$ cat src/hw/am_cal_pkg.sv
// Constants shared by the modulation-depth and antenna-trim calibration.
// Assumes an 8-bit register port and a 100 MHz system clock.
package am_cal_pkg;

  // ==========================================================
  // Register port
  localparam int ADDR_W = 8;
  localparam int DATA_W = 8;

  localparam logic [7:0] OFS_OP_CTRL    = 8'h00;
  localparam logic [7:0] OFS_MOD_CTRL   = 8'h01;
  localparam logic [7:0] OFS_NORM_LVL   = 8'h02;
  localparam logic [7:0] OFS_AM_LVL     = 8'h03;
  localparam logic [7:0] OFS_MOD_RESULT = 8'h04;
  localparam logic [7:0] OFS_ADC_RESULT = 8'h05;
  localparam logic [7:0] OFS_PH_RESULT  = 8'h06;
  localparam logic [7:0] OFS_ANT_CTRL   = 8'h07;
  localparam logic [7:0] OFS_ANT_TARGET = 8'h08;
  localparam logic [7:0] OFS_ANT_RESULT = 8'h09;
  localparam logic [7:0] OFS_STATUS     = 8'h0a;
  localparam logic [7:0] OFS_CMD        = 8'h0b;

  // ==========================================================
  // Field positions
  localparam int OP_TX_EN_BIT   = 0;
  localparam int OP_SINGLE_BIT  = 1;
  localparam int MOD_SRC_BIT    = 7;
  localparam int MOD_CODE_MSB   = 6;
  localparam int MOD_CODE_LSB   = 1;
  localparam int ANT_TRIM_S_BIT = 7;
  localparam int CMD_CAL_MOD    = 0;
  localparam int CMD_MEAS_AMP   = 1;
  localparam int CMD_MEAS_PH    = 2;
  localparam int CMD_CAL_ANT    = 3;

  // ==========================================================
  // Reset values
  localparam logic [7:0] RST_OP_CTRL  = 8'h00;
  localparam logic [7:0] RST_MOD_CTRL = 8'h00;
  localparam logic [7:0] RST_NORM_LVL = 8'h00;
  localparam logic [7:0] RST_AM_LVL   = 8'h00;
  localparam logic [7:0] RST_ANT_CTRL = 8'h00;
  localparam logic [7:0] RST_ANT_TGT  = 8'h80;

  // ==========================================================
  // Timing
  localparam int CLK_PERIOD_NS = 10;
  localparam int SETTLE_NS     = 500;
  localparam int SETTLE_CYC    =
    (SETTLE_NS + CLK_PERIOD_NS - 1) / CLK_PERIOD_NS;
  localparam int CNT_W         = 8;

  // ==========================================================
  // Sequencer encodings
  typedef enum logic [2:0] {
    S_IDLE, S_SETTLE, S_MEAS, S_WAIT, S_EVAL
  } seq_state_t;

  typedef enum logic [1:0] {
    J_MOD, J_AMP, J_PHASE, J_ANT
  } job_t;

endpackage : am_cal_pkg

$ cat src/hw/sar_search.sv
// Successive-approximation register, most significant bit first.
// Assumes the caller steps it once per finished trial measurement.
`timescale 1ns/10ps
module sar_search #(
  parameter int WIDTH = 8
) (
  input  wire logic             i_mclk,
  input  wire logic             i_rst_b,
  input  wire logic             i_start,
  input  wire logic             i_step,
  input  wire logic             i_keep,
  output logic [WIDTH-1:0]      o_trial,
  output logic                  o_last,
  output logic [WIDTH-1:0]      o_final
);

  logic [WIDTH-1:0] value_q;
  logic [WIDTH-1:0] mask_q;
  logic [WIDTH-1:0] kept;
  logic [WIDTH-1:0] next_mask;

  // ==========================================================
  // Bit under test is dropped when its trial overshoots
  assign kept      = i_keep ? value_q : (value_q & ~mask_q);
  assign next_mask = mask_q >> 1;
  assign o_trial   = value_q;
  assign o_last    = mask_q[0];
  assign o_final   = kept;

  always_ff @(posedge i_mclk or negedge i_rst_b) begin
    if (!i_rst_b) begin
      value_q <= '0;
      mask_q  <= '0;
    end else if (i_start) begin
      value_q <= {1'b1, {(WIDTH-1){1'b0}}};
      mask_q  <= {1'b1, {(WIDTH-1){1'b0}}};
    end else if (i_step && !o_last) begin
      value_q <= kept | next_mask;
      mask_q  <= next_mask;
    end
  end

endmodule : sar_search

$ cat src/hw/am_depth_and_antenna_trim_cal.sv
// Modulation-depth calibration and antenna tuning switch control.
// Assumes an external converter with a start/done handshake that
// measures carrier amplitude or phase at the antenna sense inputs.
//
// The implementer's own choices: the strobed register port and the register offsets.
`timescale 1ns/10ps
module am_depth_and_antenna_trim_cal
(
  input  wire logic                        i_mclk,
  input  wire logic                        i_rst_b,
  input  wire logic [am_cal_pkg::ADDR_W-1:0] i_addr,
  input  wire logic [am_cal_pkg::DATA_W-1:0] i_wdata,
  input  wire logic                        i_wr,
  input  wire logic                        i_rd,
  output logic [am_cal_pkg::DATA_W-1:0]    o_rdata,
  input  wire logic                        i_mod,
  input  wire logic                        i_meas_done,
  input  wire logic [7:0]                  i_meas_data,
  output logic                             o_meas_start,
  output logic                             o_meas_sel,
  output logic                             o_tx_en,
  output logic [7:0]                       o_drv_seg_on,
  output logic [3:0]                       o_tune_bank_a,
  output logic [3:0]                       o_tune_bank_b,
  output logic                             o_busy
);
  import am_cal_pkg::*;

  // ==========================================================
  // Registers
  logic [7:0] op_ctrl_q, mod_ctrl_q, norm_lvl_q, am_lvl_q;
  logic [7:0] mod_res_q, adc_res_q, ph_res_q, ant_ctrl_q;
  logic [7:0] ant_tgt_q, target_q, rdata_q;
  logic [3:0] ant_res_q;
  logic [7:0] seg_q;
  logic [3:0] bank_a_q, bank_b_q;
  logic       tx_en_q, meas_start_q, meas_sel_q, ref_q, busy_q;
  logic [CNT_W-1:0] cnt_q;
  seq_state_t state_q;
  job_t       job_q;

  // ==========================================================
  // Address decode
  wire sel_op    = (i_addr == OFS_OP_CTRL);
  wire sel_modc  = (i_addr == OFS_MOD_CTRL);
  wire sel_norm  = (i_addr == OFS_NORM_LVL);
  wire sel_am    = (i_addr == OFS_AM_LVL);
  wire sel_antc  = (i_addr == OFS_ANT_CTRL);
  wire sel_antt  = (i_addr == OFS_ANT_TARGET);
  wire sel_cmd   = (i_addr == OFS_CMD);
  wire idle      = (state_q == S_IDLE);
  wire cmd_wr    = i_wr && sel_cmd && idle;
  wire go_mod    = cmd_wr && i_wdata[CMD_CAL_MOD];
  wire go_amp    = cmd_wr && !i_wdata[CMD_CAL_MOD] && i_wdata[CMD_MEAS_AMP];
  wire go_ph     = cmd_wr && !i_wdata[CMD_CAL_MOD] &&
                   !i_wdata[CMD_MEAS_AMP] && i_wdata[CMD_MEAS_PH];
  wire go_ant    = cmd_wr && (i_wdata == 8'(1 << CMD_CAL_ANT));
  wire go_any    = go_mod || go_amp || go_ph || go_ant;

  logic [7:0] rd_mux;
  always_comb begin
    case (i_addr)
      OFS_OP_CTRL:    rd_mux = op_ctrl_q;
      OFS_MOD_CTRL:   rd_mux = mod_ctrl_q;
      OFS_NORM_LVL:   rd_mux = norm_lvl_q;
      OFS_AM_LVL:     rd_mux = am_lvl_q;
      OFS_MOD_RESULT: rd_mux = mod_res_q;
      OFS_ADC_RESULT: rd_mux = adc_res_q;
      OFS_PH_RESULT:  rd_mux = ph_res_q;
      OFS_ANT_CTRL:   rd_mux = ant_ctrl_q;
      OFS_ANT_TARGET: rd_mux = ant_tgt_q;
      OFS_ANT_RESULT: rd_mux = {4'h0, ant_res_q};
      OFS_STATUS:     rd_mux = {7'h00, !idle};
      default:        rd_mux = 8'h00;
    endcase
  end

  always_ff @(posedge i_mclk or negedge i_rst_b) begin
    if (!i_rst_b) begin
      op_ctrl_q  <= RST_OP_CTRL;
      mod_ctrl_q <= RST_MOD_CTRL;
      norm_lvl_q <= RST_NORM_LVL;
      am_lvl_q   <= RST_AM_LVL;
      ant_ctrl_q <= RST_ANT_CTRL;
      ant_tgt_q  <= RST_ANT_TGT;
      rdata_q    <= 8'h00;
    end else begin
      if (i_wr && sel_op)   op_ctrl_q  <= i_wdata;
      if (i_wr && sel_modc) mod_ctrl_q <= i_wdata;
      if (i_wr && sel_norm) norm_lvl_q <= i_wdata;
      if (i_wr && sel_am)   am_lvl_q   <= i_wdata;
      if (i_wr && sel_antc) ant_ctrl_q <= i_wdata;
      if (i_wr && sel_antt) ant_tgt_q  <= i_wdata;
      // Data stand only in the cycle after the strobe
      rdata_q <= i_rd ? rd_mux : 8'h00;
    end
  end

  // ==========================================================
  // Target level: measurement / (1 + code/64)
  wire        src_sw   = mod_ctrl_q[MOD_SRC_BIT];
  wire [5:0]  code     = mod_ctrl_q[MOD_CODE_MSB:MOD_CODE_LSB];
  wire [13:0] tgt_num  = {adc_res_q, 6'h00};
  wire [6:0]  tgt_den  = {1'b1, code};
  wire [13:0] tgt_quot = tgt_num / {7'h00, tgt_den};
  wire [7:0]  tgt_calc = tgt_quot[7:0];

  // ==========================================================
  // Searches: driver strength and trim switches
  logic [7:0] sar_m_trial, sar_m_final;
  logic [3:0] sar_t_trial, sar_t_final;
  logic       sar_m_last, sar_t_last;
  wire eval_mod = (state_q == S_EVAL) && (job_q == J_MOD);
  wire eval_ant = (state_q == S_EVAL) && (job_q == J_ANT);
  wire mod_start = eval_mod && !ref_q;
  wire mod_step  = eval_mod && ref_q;
  // Stronger segment-off keeps amplitude at or above target
  wire mod_keep  = (adc_res_q >= target_q);
  wire ant_keep  = (ph_res_q <= ant_tgt_q);

  sar_search #(.WIDTH(8)) u_sar_mod (
    .i_mclk  (i_mclk),
    .i_rst_b (i_rst_b),
    .i_start (mod_start),
    .i_step  (mod_step),
    .i_keep  (mod_keep),
    .o_trial (sar_m_trial),
    .o_last  (sar_m_last),
    .o_final (sar_m_final)
  );

  sar_search #(.WIDTH(4)) u_sar_ant (
    .i_mclk  (i_mclk),
    .i_rst_b (i_rst_b),
    .i_start (go_ant),
    .i_step  (eval_ant),
    .i_keep  (ant_keep),
    .o_trial (sar_t_trial),
    .o_last  (sar_t_last),
    .o_final (sar_t_final)
  );

  // ==========================================================
  // Sequencer
  wire capture   = (state_q == S_WAIT) && i_meas_done;
  wire is_amp    = (job_q == J_MOD) || (job_q == J_AMP);
  wire mod_done  = mod_step && sar_m_last;
  wire ant_done  = eval_ant && sar_t_last;
  wire seq_end   = (state_q == S_EVAL) && ((job_q == J_AMP) ||
                   (job_q == J_PHASE) || mod_done || ant_done);

  always_ff @(posedge i_mclk or negedge i_rst_b) begin
    if (!i_rst_b) begin
      state_q      <= S_IDLE;
      job_q        <= J_AMP;
      ref_q        <= 1'b0;
      cnt_q        <= '0;
      meas_start_q <= 1'b0;
      meas_sel_q   <= 1'b0;
      target_q     <= 8'h00;
      busy_q       <= 1'b0;
    end else begin
      meas_start_q <= 1'b0;
      busy_q       <= idle ? go_any : !seq_end;
      case (state_q)
        S_IDLE: begin
          if (go_any) begin
            state_q <= S_SETTLE;
            cnt_q   <= CNT_W'(SETTLE_CYC);
            ref_q   <= 1'b0;
            job_q   <= go_mod ? J_MOD : go_amp ? J_AMP :
                       go_ph ? J_PHASE : J_ANT;
          end
        end
        S_SETTLE: begin
          if (cnt_q == '0) begin
            state_q <= S_MEAS;
          end else begin
            cnt_q <= cnt_q - 1'b1;
          end
        end
        S_MEAS: begin
          meas_start_q <= 1'b1;
          meas_sel_q   <= !is_amp;
          state_q      <= S_WAIT;
        end
        S_WAIT: begin
          if (i_meas_done) begin
            state_q <= S_EVAL;
          end
        end
        S_EVAL: begin
          if (mod_start) begin
            target_q <= tgt_calc;
            ref_q    <= 1'b1;
          end
          if (seq_end) begin
            state_q <= S_IDLE;
          end else begin
            state_q <= S_SETTLE;
            cnt_q   <= CNT_W'(SETTLE_CYC);
          end
        end
        default: state_q <= S_IDLE;
      endcase
    end
  end

  // ==========================================================
  // Results
  always_ff @(posedge i_mclk or negedge i_rst_b) begin
    if (!i_rst_b) begin
      adc_res_q <= 8'h00;
      ph_res_q  <= 8'h00;
      mod_res_q <= 8'h00;
      ant_res_q <= 4'h0;
    end else begin
      if (capture && is_amp)  adc_res_q <= i_meas_data;
      if (capture && !is_amp) ph_res_q  <= i_meas_data;
      if (mod_done)           mod_res_q <= sar_m_final;
      if (ant_done)           ant_res_q <= sar_t_final;
    end
  end

  // ==========================================================
  // Driver level: a set level bit switches that segment off
  wire cal_mod   = !idle && (job_q == J_MOD);
  wire cal_trial = cal_mod && ref_q && !(state_q == S_EVAL);
  wire [7:0] mod_lvl = src_sw ? am_lvl_q : mod_res_q;
  wire [7:0] level   = cal_trial ? sar_m_trial :
                       (idle && i_mod) ? mod_lvl : norm_lvl_q;
  wire [3:0] trim    = (!idle && job_q == J_ANT) ? sar_t_trial :
                       ant_ctrl_q[ANT_TRIM_S_BIT] ? ant_ctrl_q[3:0] :
                       ant_res_q;
  wire single = op_ctrl_q[OP_SINGLE_BIT];

  always_ff @(posedge i_mclk or negedge i_rst_b) begin
    if (!i_rst_b) begin
      seg_q    <= 8'hff;
      tx_en_q  <= 1'b0;
      bank_a_q <= 4'h0;
      bank_b_q <= 4'h0;
    end else begin
      seg_q    <= ~level;
      // Depth calibration owns the transmitter while it runs
      tx_en_q  <= op_ctrl_q[OP_TX_EN_BIT] || cal_mod || go_mod;
      bank_a_q <= trim;
      bank_b_q <= single ? 4'h0 : trim;
    end
  end

  assign o_rdata       = rdata_q;
  assign o_meas_start  = meas_start_q;
  assign o_meas_sel    = meas_sel_q;
  assign o_tx_en       = tx_en_q;
  assign o_drv_seg_on  = seg_q;
  assign o_tune_bank_a = bank_a_q;
  assign o_tune_bank_b = bank_b_q;
  assign o_busy        = busy_q;

  // ==========================================================
  // Checks
  property p_norm_level;
    @(posedge i_mclk) disable iff (!i_rst_b)
    (idle && !i_mod) |=> (o_drv_seg_on == ~$past(norm_lvl_q));
  endproperty
  a_norm_level: assert property (p_norm_level)
    else $error("normal level not applied");

  property p_sw_level;
    @(posedge i_mclk) disable iff (!i_rst_b)
    (idle && i_mod && src_sw) |=> (o_drv_seg_on == ~$past(am_lvl_q));
  endproperty
  a_sw_level: assert property (p_sw_level)
    else $error("software modulated level not applied");

  property p_cal_level;
    @(posedge i_mclk) disable iff (!i_rst_b)
    (idle && i_mod && !src_sw) |=> (o_drv_seg_on == ~$past(mod_res_q));
  endproperty
  a_cal_level: assert property (p_cal_level)
    else $error("calibrated level not applied");

  property p_cal_start;
    @(posedge i_mclk) disable iff (!i_rst_b)
    go_mod |=> (o_tx_en && state_q == S_SETTLE) [*2];
  endproperty
  a_cal_start: assert property (p_cal_start)
    else $error("calibration did not enable transmitter");

  property p_ref_store;
    @(posedge i_mclk) disable iff (!i_rst_b)
    (capture && job_q == J_MOD) |=> (adc_res_q == $past(i_meas_data));
  endproperty
  a_ref_store: assert property (p_ref_store)
    else $error("reference amplitude not stored");

  property p_first_trial;
    @(posedge i_mclk) disable iff (!i_rst_b)
    mod_start |=> ##1 (o_drv_seg_on[7] == 1'b0);
  endproperty
  a_first_trial: assert property (p_first_trial)
    else $error("search did not start at top segment");
  property p_target;
    @(posedge i_mclk) disable iff (!i_rst_b)
    mod_start |=> (target_q * ({1'b1, $past(code)}) <=
                   {$past(adc_res_q), 6'h00}) &&
                  ((target_q + 15'd1) * {1'b1, $past(code)} >
                   {$past(adc_res_q), 6'h00});
  endproperty
  a_target: assert property (p_target)
    else $error("target level is not the truncated ratio");
  property p_bank_pair;
    @(posedge i_mclk) disable iff (!i_rst_b)
    !$past(single) |-> (o_tune_bank_b == o_tune_bank_a);
  endproperty
  a_bank_pair: assert property (p_bank_pair)
    else $error("tuning banks disagree");
  property p_bank_single;
    @(posedge i_mclk) disable iff (!i_rst_b)
    $past(single) |-> (o_tune_bank_b == 4'h0);
  endproperty
  a_bank_single: assert property (p_bank_single)
    else $error("second bank driven in single mode");
  property p_host_trim;
    @(posedge i_mclk) disable iff (!i_rst_b)
    (idle && ant_ctrl_q[ANT_TRIM_S_BIT])
      |=> (o_tune_bank_a == $past(ant_ctrl_q[3:0]));
  endproperty
  a_host_trim: assert property (p_host_trim)
    else $error("host trim setting not applied");

  property p_phase_sel;
    @(posedge i_mclk) disable iff (!i_rst_b)
    (o_meas_start && job_q == J_PHASE) |-> o_meas_sel;
  endproperty
  a_phase_sel: assert property (p_phase_sel)
    else $error("phase job started amplitude measurement");

  c_mod_done: cover property (@(posedge i_mclk) mod_done);
  c_ant_done: cover property (@(posedge i_mclk) ant_done);
  c_amp_meas: cover property (@(posedge i_mclk)
    capture && job_q == J_AMP);
  c_sw_mod:   cover property (@(posedge i_mclk) idle && i_mod && src_sw);

endmodule : am_depth_and_antenna_trim_cal

$ cat config.mk
export PLATFORM = sky130hd
export DESIGN_NAME = am_depth_and_antenna_trim_cal
export DESIGN_NICKNAME = d
export VERILOG_FILES = /design/src/hw/am_cal_pkg.sv /design/src/hw/sar_search.sv /design/src/hw/am_depth_and_antenna_trim_cal.sv
export SDC_FILE = /design/constraint.sdc
export NUM_CORES = 1
export LEC_CHECK = 0
export ABC_AREA = 1
export ABC_CLOCK_PERIOD_IN_PS = 14100
export BUFFER_PORTS_ARGS = -buffer_cell sky130_fd_sc_hd__clkbuf_2
export CAP_MARGIN = 20
export CORE_ASPECT_RATIO = 0.7
export CORE_MARGIN = 8
export CORE_UTILIZATION = 62
export DETAILED_ROUTE_END_ITERATION = 10
export HOLD_SLACK_MARGIN = 0.15
export PLACE_DENSITY = 0.81
export SLEW_MARGIN = 0
export SYNTH_ARGS = -nofsm -noshare
export SYNTH_HDL_FRONTEND = slang
export SYNTH_SLANG_ARGS = --single-unit
$ cat constraint.sdc
create_clock -name i_mclk -period 14.1 [get_ports i_mclk]
set_input_delay 1.41 -clock i_mclk [delete_from_list [all_inputs] [get_ports i_mclk]]
set_output_delay 1.41 -clock i_mclk [all_outputs]
set_load 0.01 [all_outputs]
==> results.py <==
metrics = {
    "synthesis": {
        "synth_seq_cells": 150,
        "synth_edf_count": 0,
        "synthArstFlopShare_pct": 100,
        "seq_area_frac_synth_pct": 36.7,
        "syn_nets": 1462,
        "syn_avg_cell_area_um2": 7.52,
        "synth_cells": 1367,
        "yosysWarnings": 0,
        "synth_area_mm2": 0.0103,
        "yosys_most_used_dff": "dfrtp_1",
        "yosysUniqueCellTypes": 56,
    },
    "global_route": {
        "antenna_found_initial": 0,
        "overflow": 0,
        "grt_pass1_vias": 8862,
        "grt_pass1_wl_mm": 44.8,
        "gr-usage-all-layers_pct": 26.7,
        "grt_max_degree": 88,
    },
    "cells_and_area": {
        "antenna_cells": 0,
        "multi_input_area_mm2": 0.00573,
        "final_nets": 1540,
        "ff_latch_area_mm2": 0.00377,
        "fillers": 1290,
        "layout.cells.most_common": "nand2_1",
        "area_delta_synth_final_pct": 13.6,
        "drive_gt1_share_pct": 14.6,
        "most-common-layout-cells": "nand2_1, inv_1, o21ai_0, dfrtp_1, nor2_1",
    },
    "setup_path": {
        "crit_required_ns": 14.40,
        "path_common_cell": "nand2_1",
        "start_kind": "flip-flop",
        "arrival_ns": 13.25,
        "crit_slowest_cell": "dfrtp_1",
        "reg2reg_setup_slack_ns": 1.15,
        "cp-end-kind": "flip-flop",
        "slowest_delay_ns": 0.51,
        "crit_type": "reg2reg",
        "cp_max_fo": 11,
    },
    "floorplanning": {
        "die_x_um": 170,
        "die-area_mm2": 0.0210,
        "num_rows": 39,
        "core_mm2": 0.0162,
        "die_y_um": 124,
        "ioPinCount": 58,
        "start_util_pct": 63.2,
    },
    "pwr": {
        "irDropWorstVdd_mv": 0.459,
        "power.total_mw": 3.13,
        "power.leakage_nw": 5.86,
        "power.density_mw_per_mm2": 269,
    },
    "detailed_routing": {
        "wl_per_cell_um": 16.4,
        "drc": 0,
        "postRouteWirelength_mm": 27.6,
        "first_pass_iters": 6,
        "via_per_inst": 5.74,
        "vias": 9657,
        "antenna_left": 0,
        "first_iter_violations": 1156,
    },
    "sta": {
        "finalClockSkew_ns": 0.00699,
        "layout_setup_ws_ns": 1.15,
        "period_share_pct": 91.9,
        "maxSlewViolCount": 0,
        "max_slew.worst_pin.slew_ns": 0.941,
        "relSlewSlack_pct": 37.0,
        "fmax_ghz": 0.0772,
        "min_period_ns": 12.95,
        "setup_viol": 0,
        "hold_violations": 0,
    },
    "clock_network": {
        "clk_pin_slew_worst_paths_ns": 0.06,
        "cts_tree": "done",
        "clock_latency_ns": 0.42,
        "htree_levels": 4,
        "root_buffer": "clkbuf_16",
        "clockBufferDepth": 2,
        "cts_inserted_buffers": 17,
        "cts.sinks": 150,
    },
    "place": {
        "hpwlAfterDp_mm": 20.4,
        "pre_cts_ws_ns": 0.166,
        "numPortBuffers": 57,
        "gp_congestion": 0.974,
    },
    "min_path": {
        "hold_class": "reg2reg",
    },
    "flow_run": {
        "maxCapViolCount": 0,
    },
    "outcome": {
        "status": "completed",
    },
}
state kept, by name, indices dropped and copies added, names as in the netlist, 3 cells and up:
signal             flops
adc_res_q              8
am_lvl_q               8
ant_ctrl_q             8
ant_res_q              4
ant_tgt_q              8
cnt_q                  8
mod_ctrl_q             8
mod_res_q              8
norm_lvl_q             8
o_drv_seg_on           8
o_rdata                8
o_tune_bank_a          4
o_tune_bank_b          4
op_ctrl_q              8
ph_res_q               8
state_q                3
target_q               8
u_sar_ant.mask_q       4
u_sar_ant.o_trial      4
u_sar_mod.mask_q       8
u_sar_mod.o_trial      8
worst paths after layout:
path | cells past startpoint | to | start
setup / recovery | 89 | target_q[0] | adc_res_q[2]
hold / removal | 1 | o_drv_seg_on[4] | u_sar_mod.o_trial[4]
min in group asynchronous | 1 | cnt_q[1] | i_rst_b
hold reg to reg | 1 | o_drv_seg_on[4] | u_sar_mod.o_trial[4]
max in group asynchronous | 2 | adc_res_q[3] | i_rst_b
setup reg to reg | 89 | target_q[0] | adc_res_q[2]
per-layer routing:
layer / vias up / global-route usage, % / wire [µm]
met4: 0 / 6.01 / 339
met3: 31 / 6.11 / 3060
li1: 4662 / - / -
met5: - / 0 / 0
met1: 4503 / 40.0 / 12800
met2: 461 / 38.6 / 11500
cells by family after synthesis:
| family | count (synthesis) | share of synthesized area, % |
|---|---|---|
| compound gates | 300 | 16.7 |
| xor+xnor | 33 | 3.00 |
| fa+ha+maj | 65 | 7.99 |
| buf+inv | 229 | 8.42 |
| flops | 150 | 36.7 |
| mux | 2 | 0.207 |
| simple gates | 588 | 27.0 |
stage by stage:
stage | util [%] | hold slack, ns | cell area, µm² | std cells | setup TNS (ns)
6_report | 71.8 | 0.453 | 11700 | 1683 | 0
5_1_grt | 71.8 | 0.468 | 11700 | 1683 | -0.0509
4_1_cts | 70.6 | 0.459 | 11500 | 1670 | 0
3_5_place_dp | 66.7 | 0.437 | 10800 | 1638 | 0
3_3_place_gp | 66.7 | 0.429 | 10800 | 1638 | 0
2_1_floorplan | - | 0.405 | 10300 | 1367 | 0
critical path: cells and delay by family, from the launching register on:
family | cells | cell delay (ns)
and+or+nand+nor | 46 | 5.13
DFF | 1 | 0.51
AOI/OAI and AO/OA | 22 | 3.44
buffers and inverters | 12 | 1.05
adders and majority gates | 9 | 2.68
what timing repair did:
item,CTS,global route
buffers inserted,0,13
endpoints found under the setup margin,0,2
hold buffers,0,0
gates resized for setup,0,30
report_power, final:
| group | internal [mW] | total [mW] | switching, mW |
|---|---|---|---|
| logic | 0.736 | 2.13 | 1.39 |
| clock network | 0.301 | 0.495 | 0.194 |
| registers | 0.483 | 0.514 | 0.0310 |
| total | 1.52 | 3.13 | 1.61 |
area by class of cell:
cell class | count | area share [%]
clock buffer | 17 | 3.65
sequential | 150 | 32.3
multi-input combinational | 988 | 49.1
inverter | 210 | 6.82
clock inverter | 15 | 1.83
timing repair buffer | 78 | 3.85
tap | 225 | 2.41
cell usage after synthesis (3+ instances only):
cell / count / share of area [%]
a221oi_1: 14 / 1.2
o211ai_1: 25 / 1.8
a211oi_1: 3 / 0.22
nor2_1: 96 / 3.5
nor2_2: 3 / 0.18
nand3_1: 67 / 3.3
inv_2: 8 / 0.29
o21bai_1: 3 / 0.22
ha_1: 64 / 7.8
or2_2: 4 / 0.24
o21a_1: 8 / 0.58
nand2_1: 329 / 12
nand3_4: 8 / 1.4
nand3_2: 8 / 0.78
nor2_4: 10 / 1.1
dfrtp_1: 140 / 34
nor3_1: 10 / 0.49
nor4_1: 4 / 0.24
o21ai_0: 154 / 7.5
dfstp_2: 10 / 2.6
clkbuf_1: 16 / 0.58
a21oi_1: 58 / 2.8
xnor2_1: 11 / 0.94
a31oi_1: 6 / 0.37
nand3b_1: 3 / 0.22
nand2_2: 16 / 0.97
xor2_1: 21 / 1.8
o21ai_1: 7 / 0.34
inv_1: 199 / 7.3
nand4_1: 13 / 0.79
o22ai_1: 11 / 0.67
nand2_4: 10 / 1.1
Power figures use the tool's default switching activity.
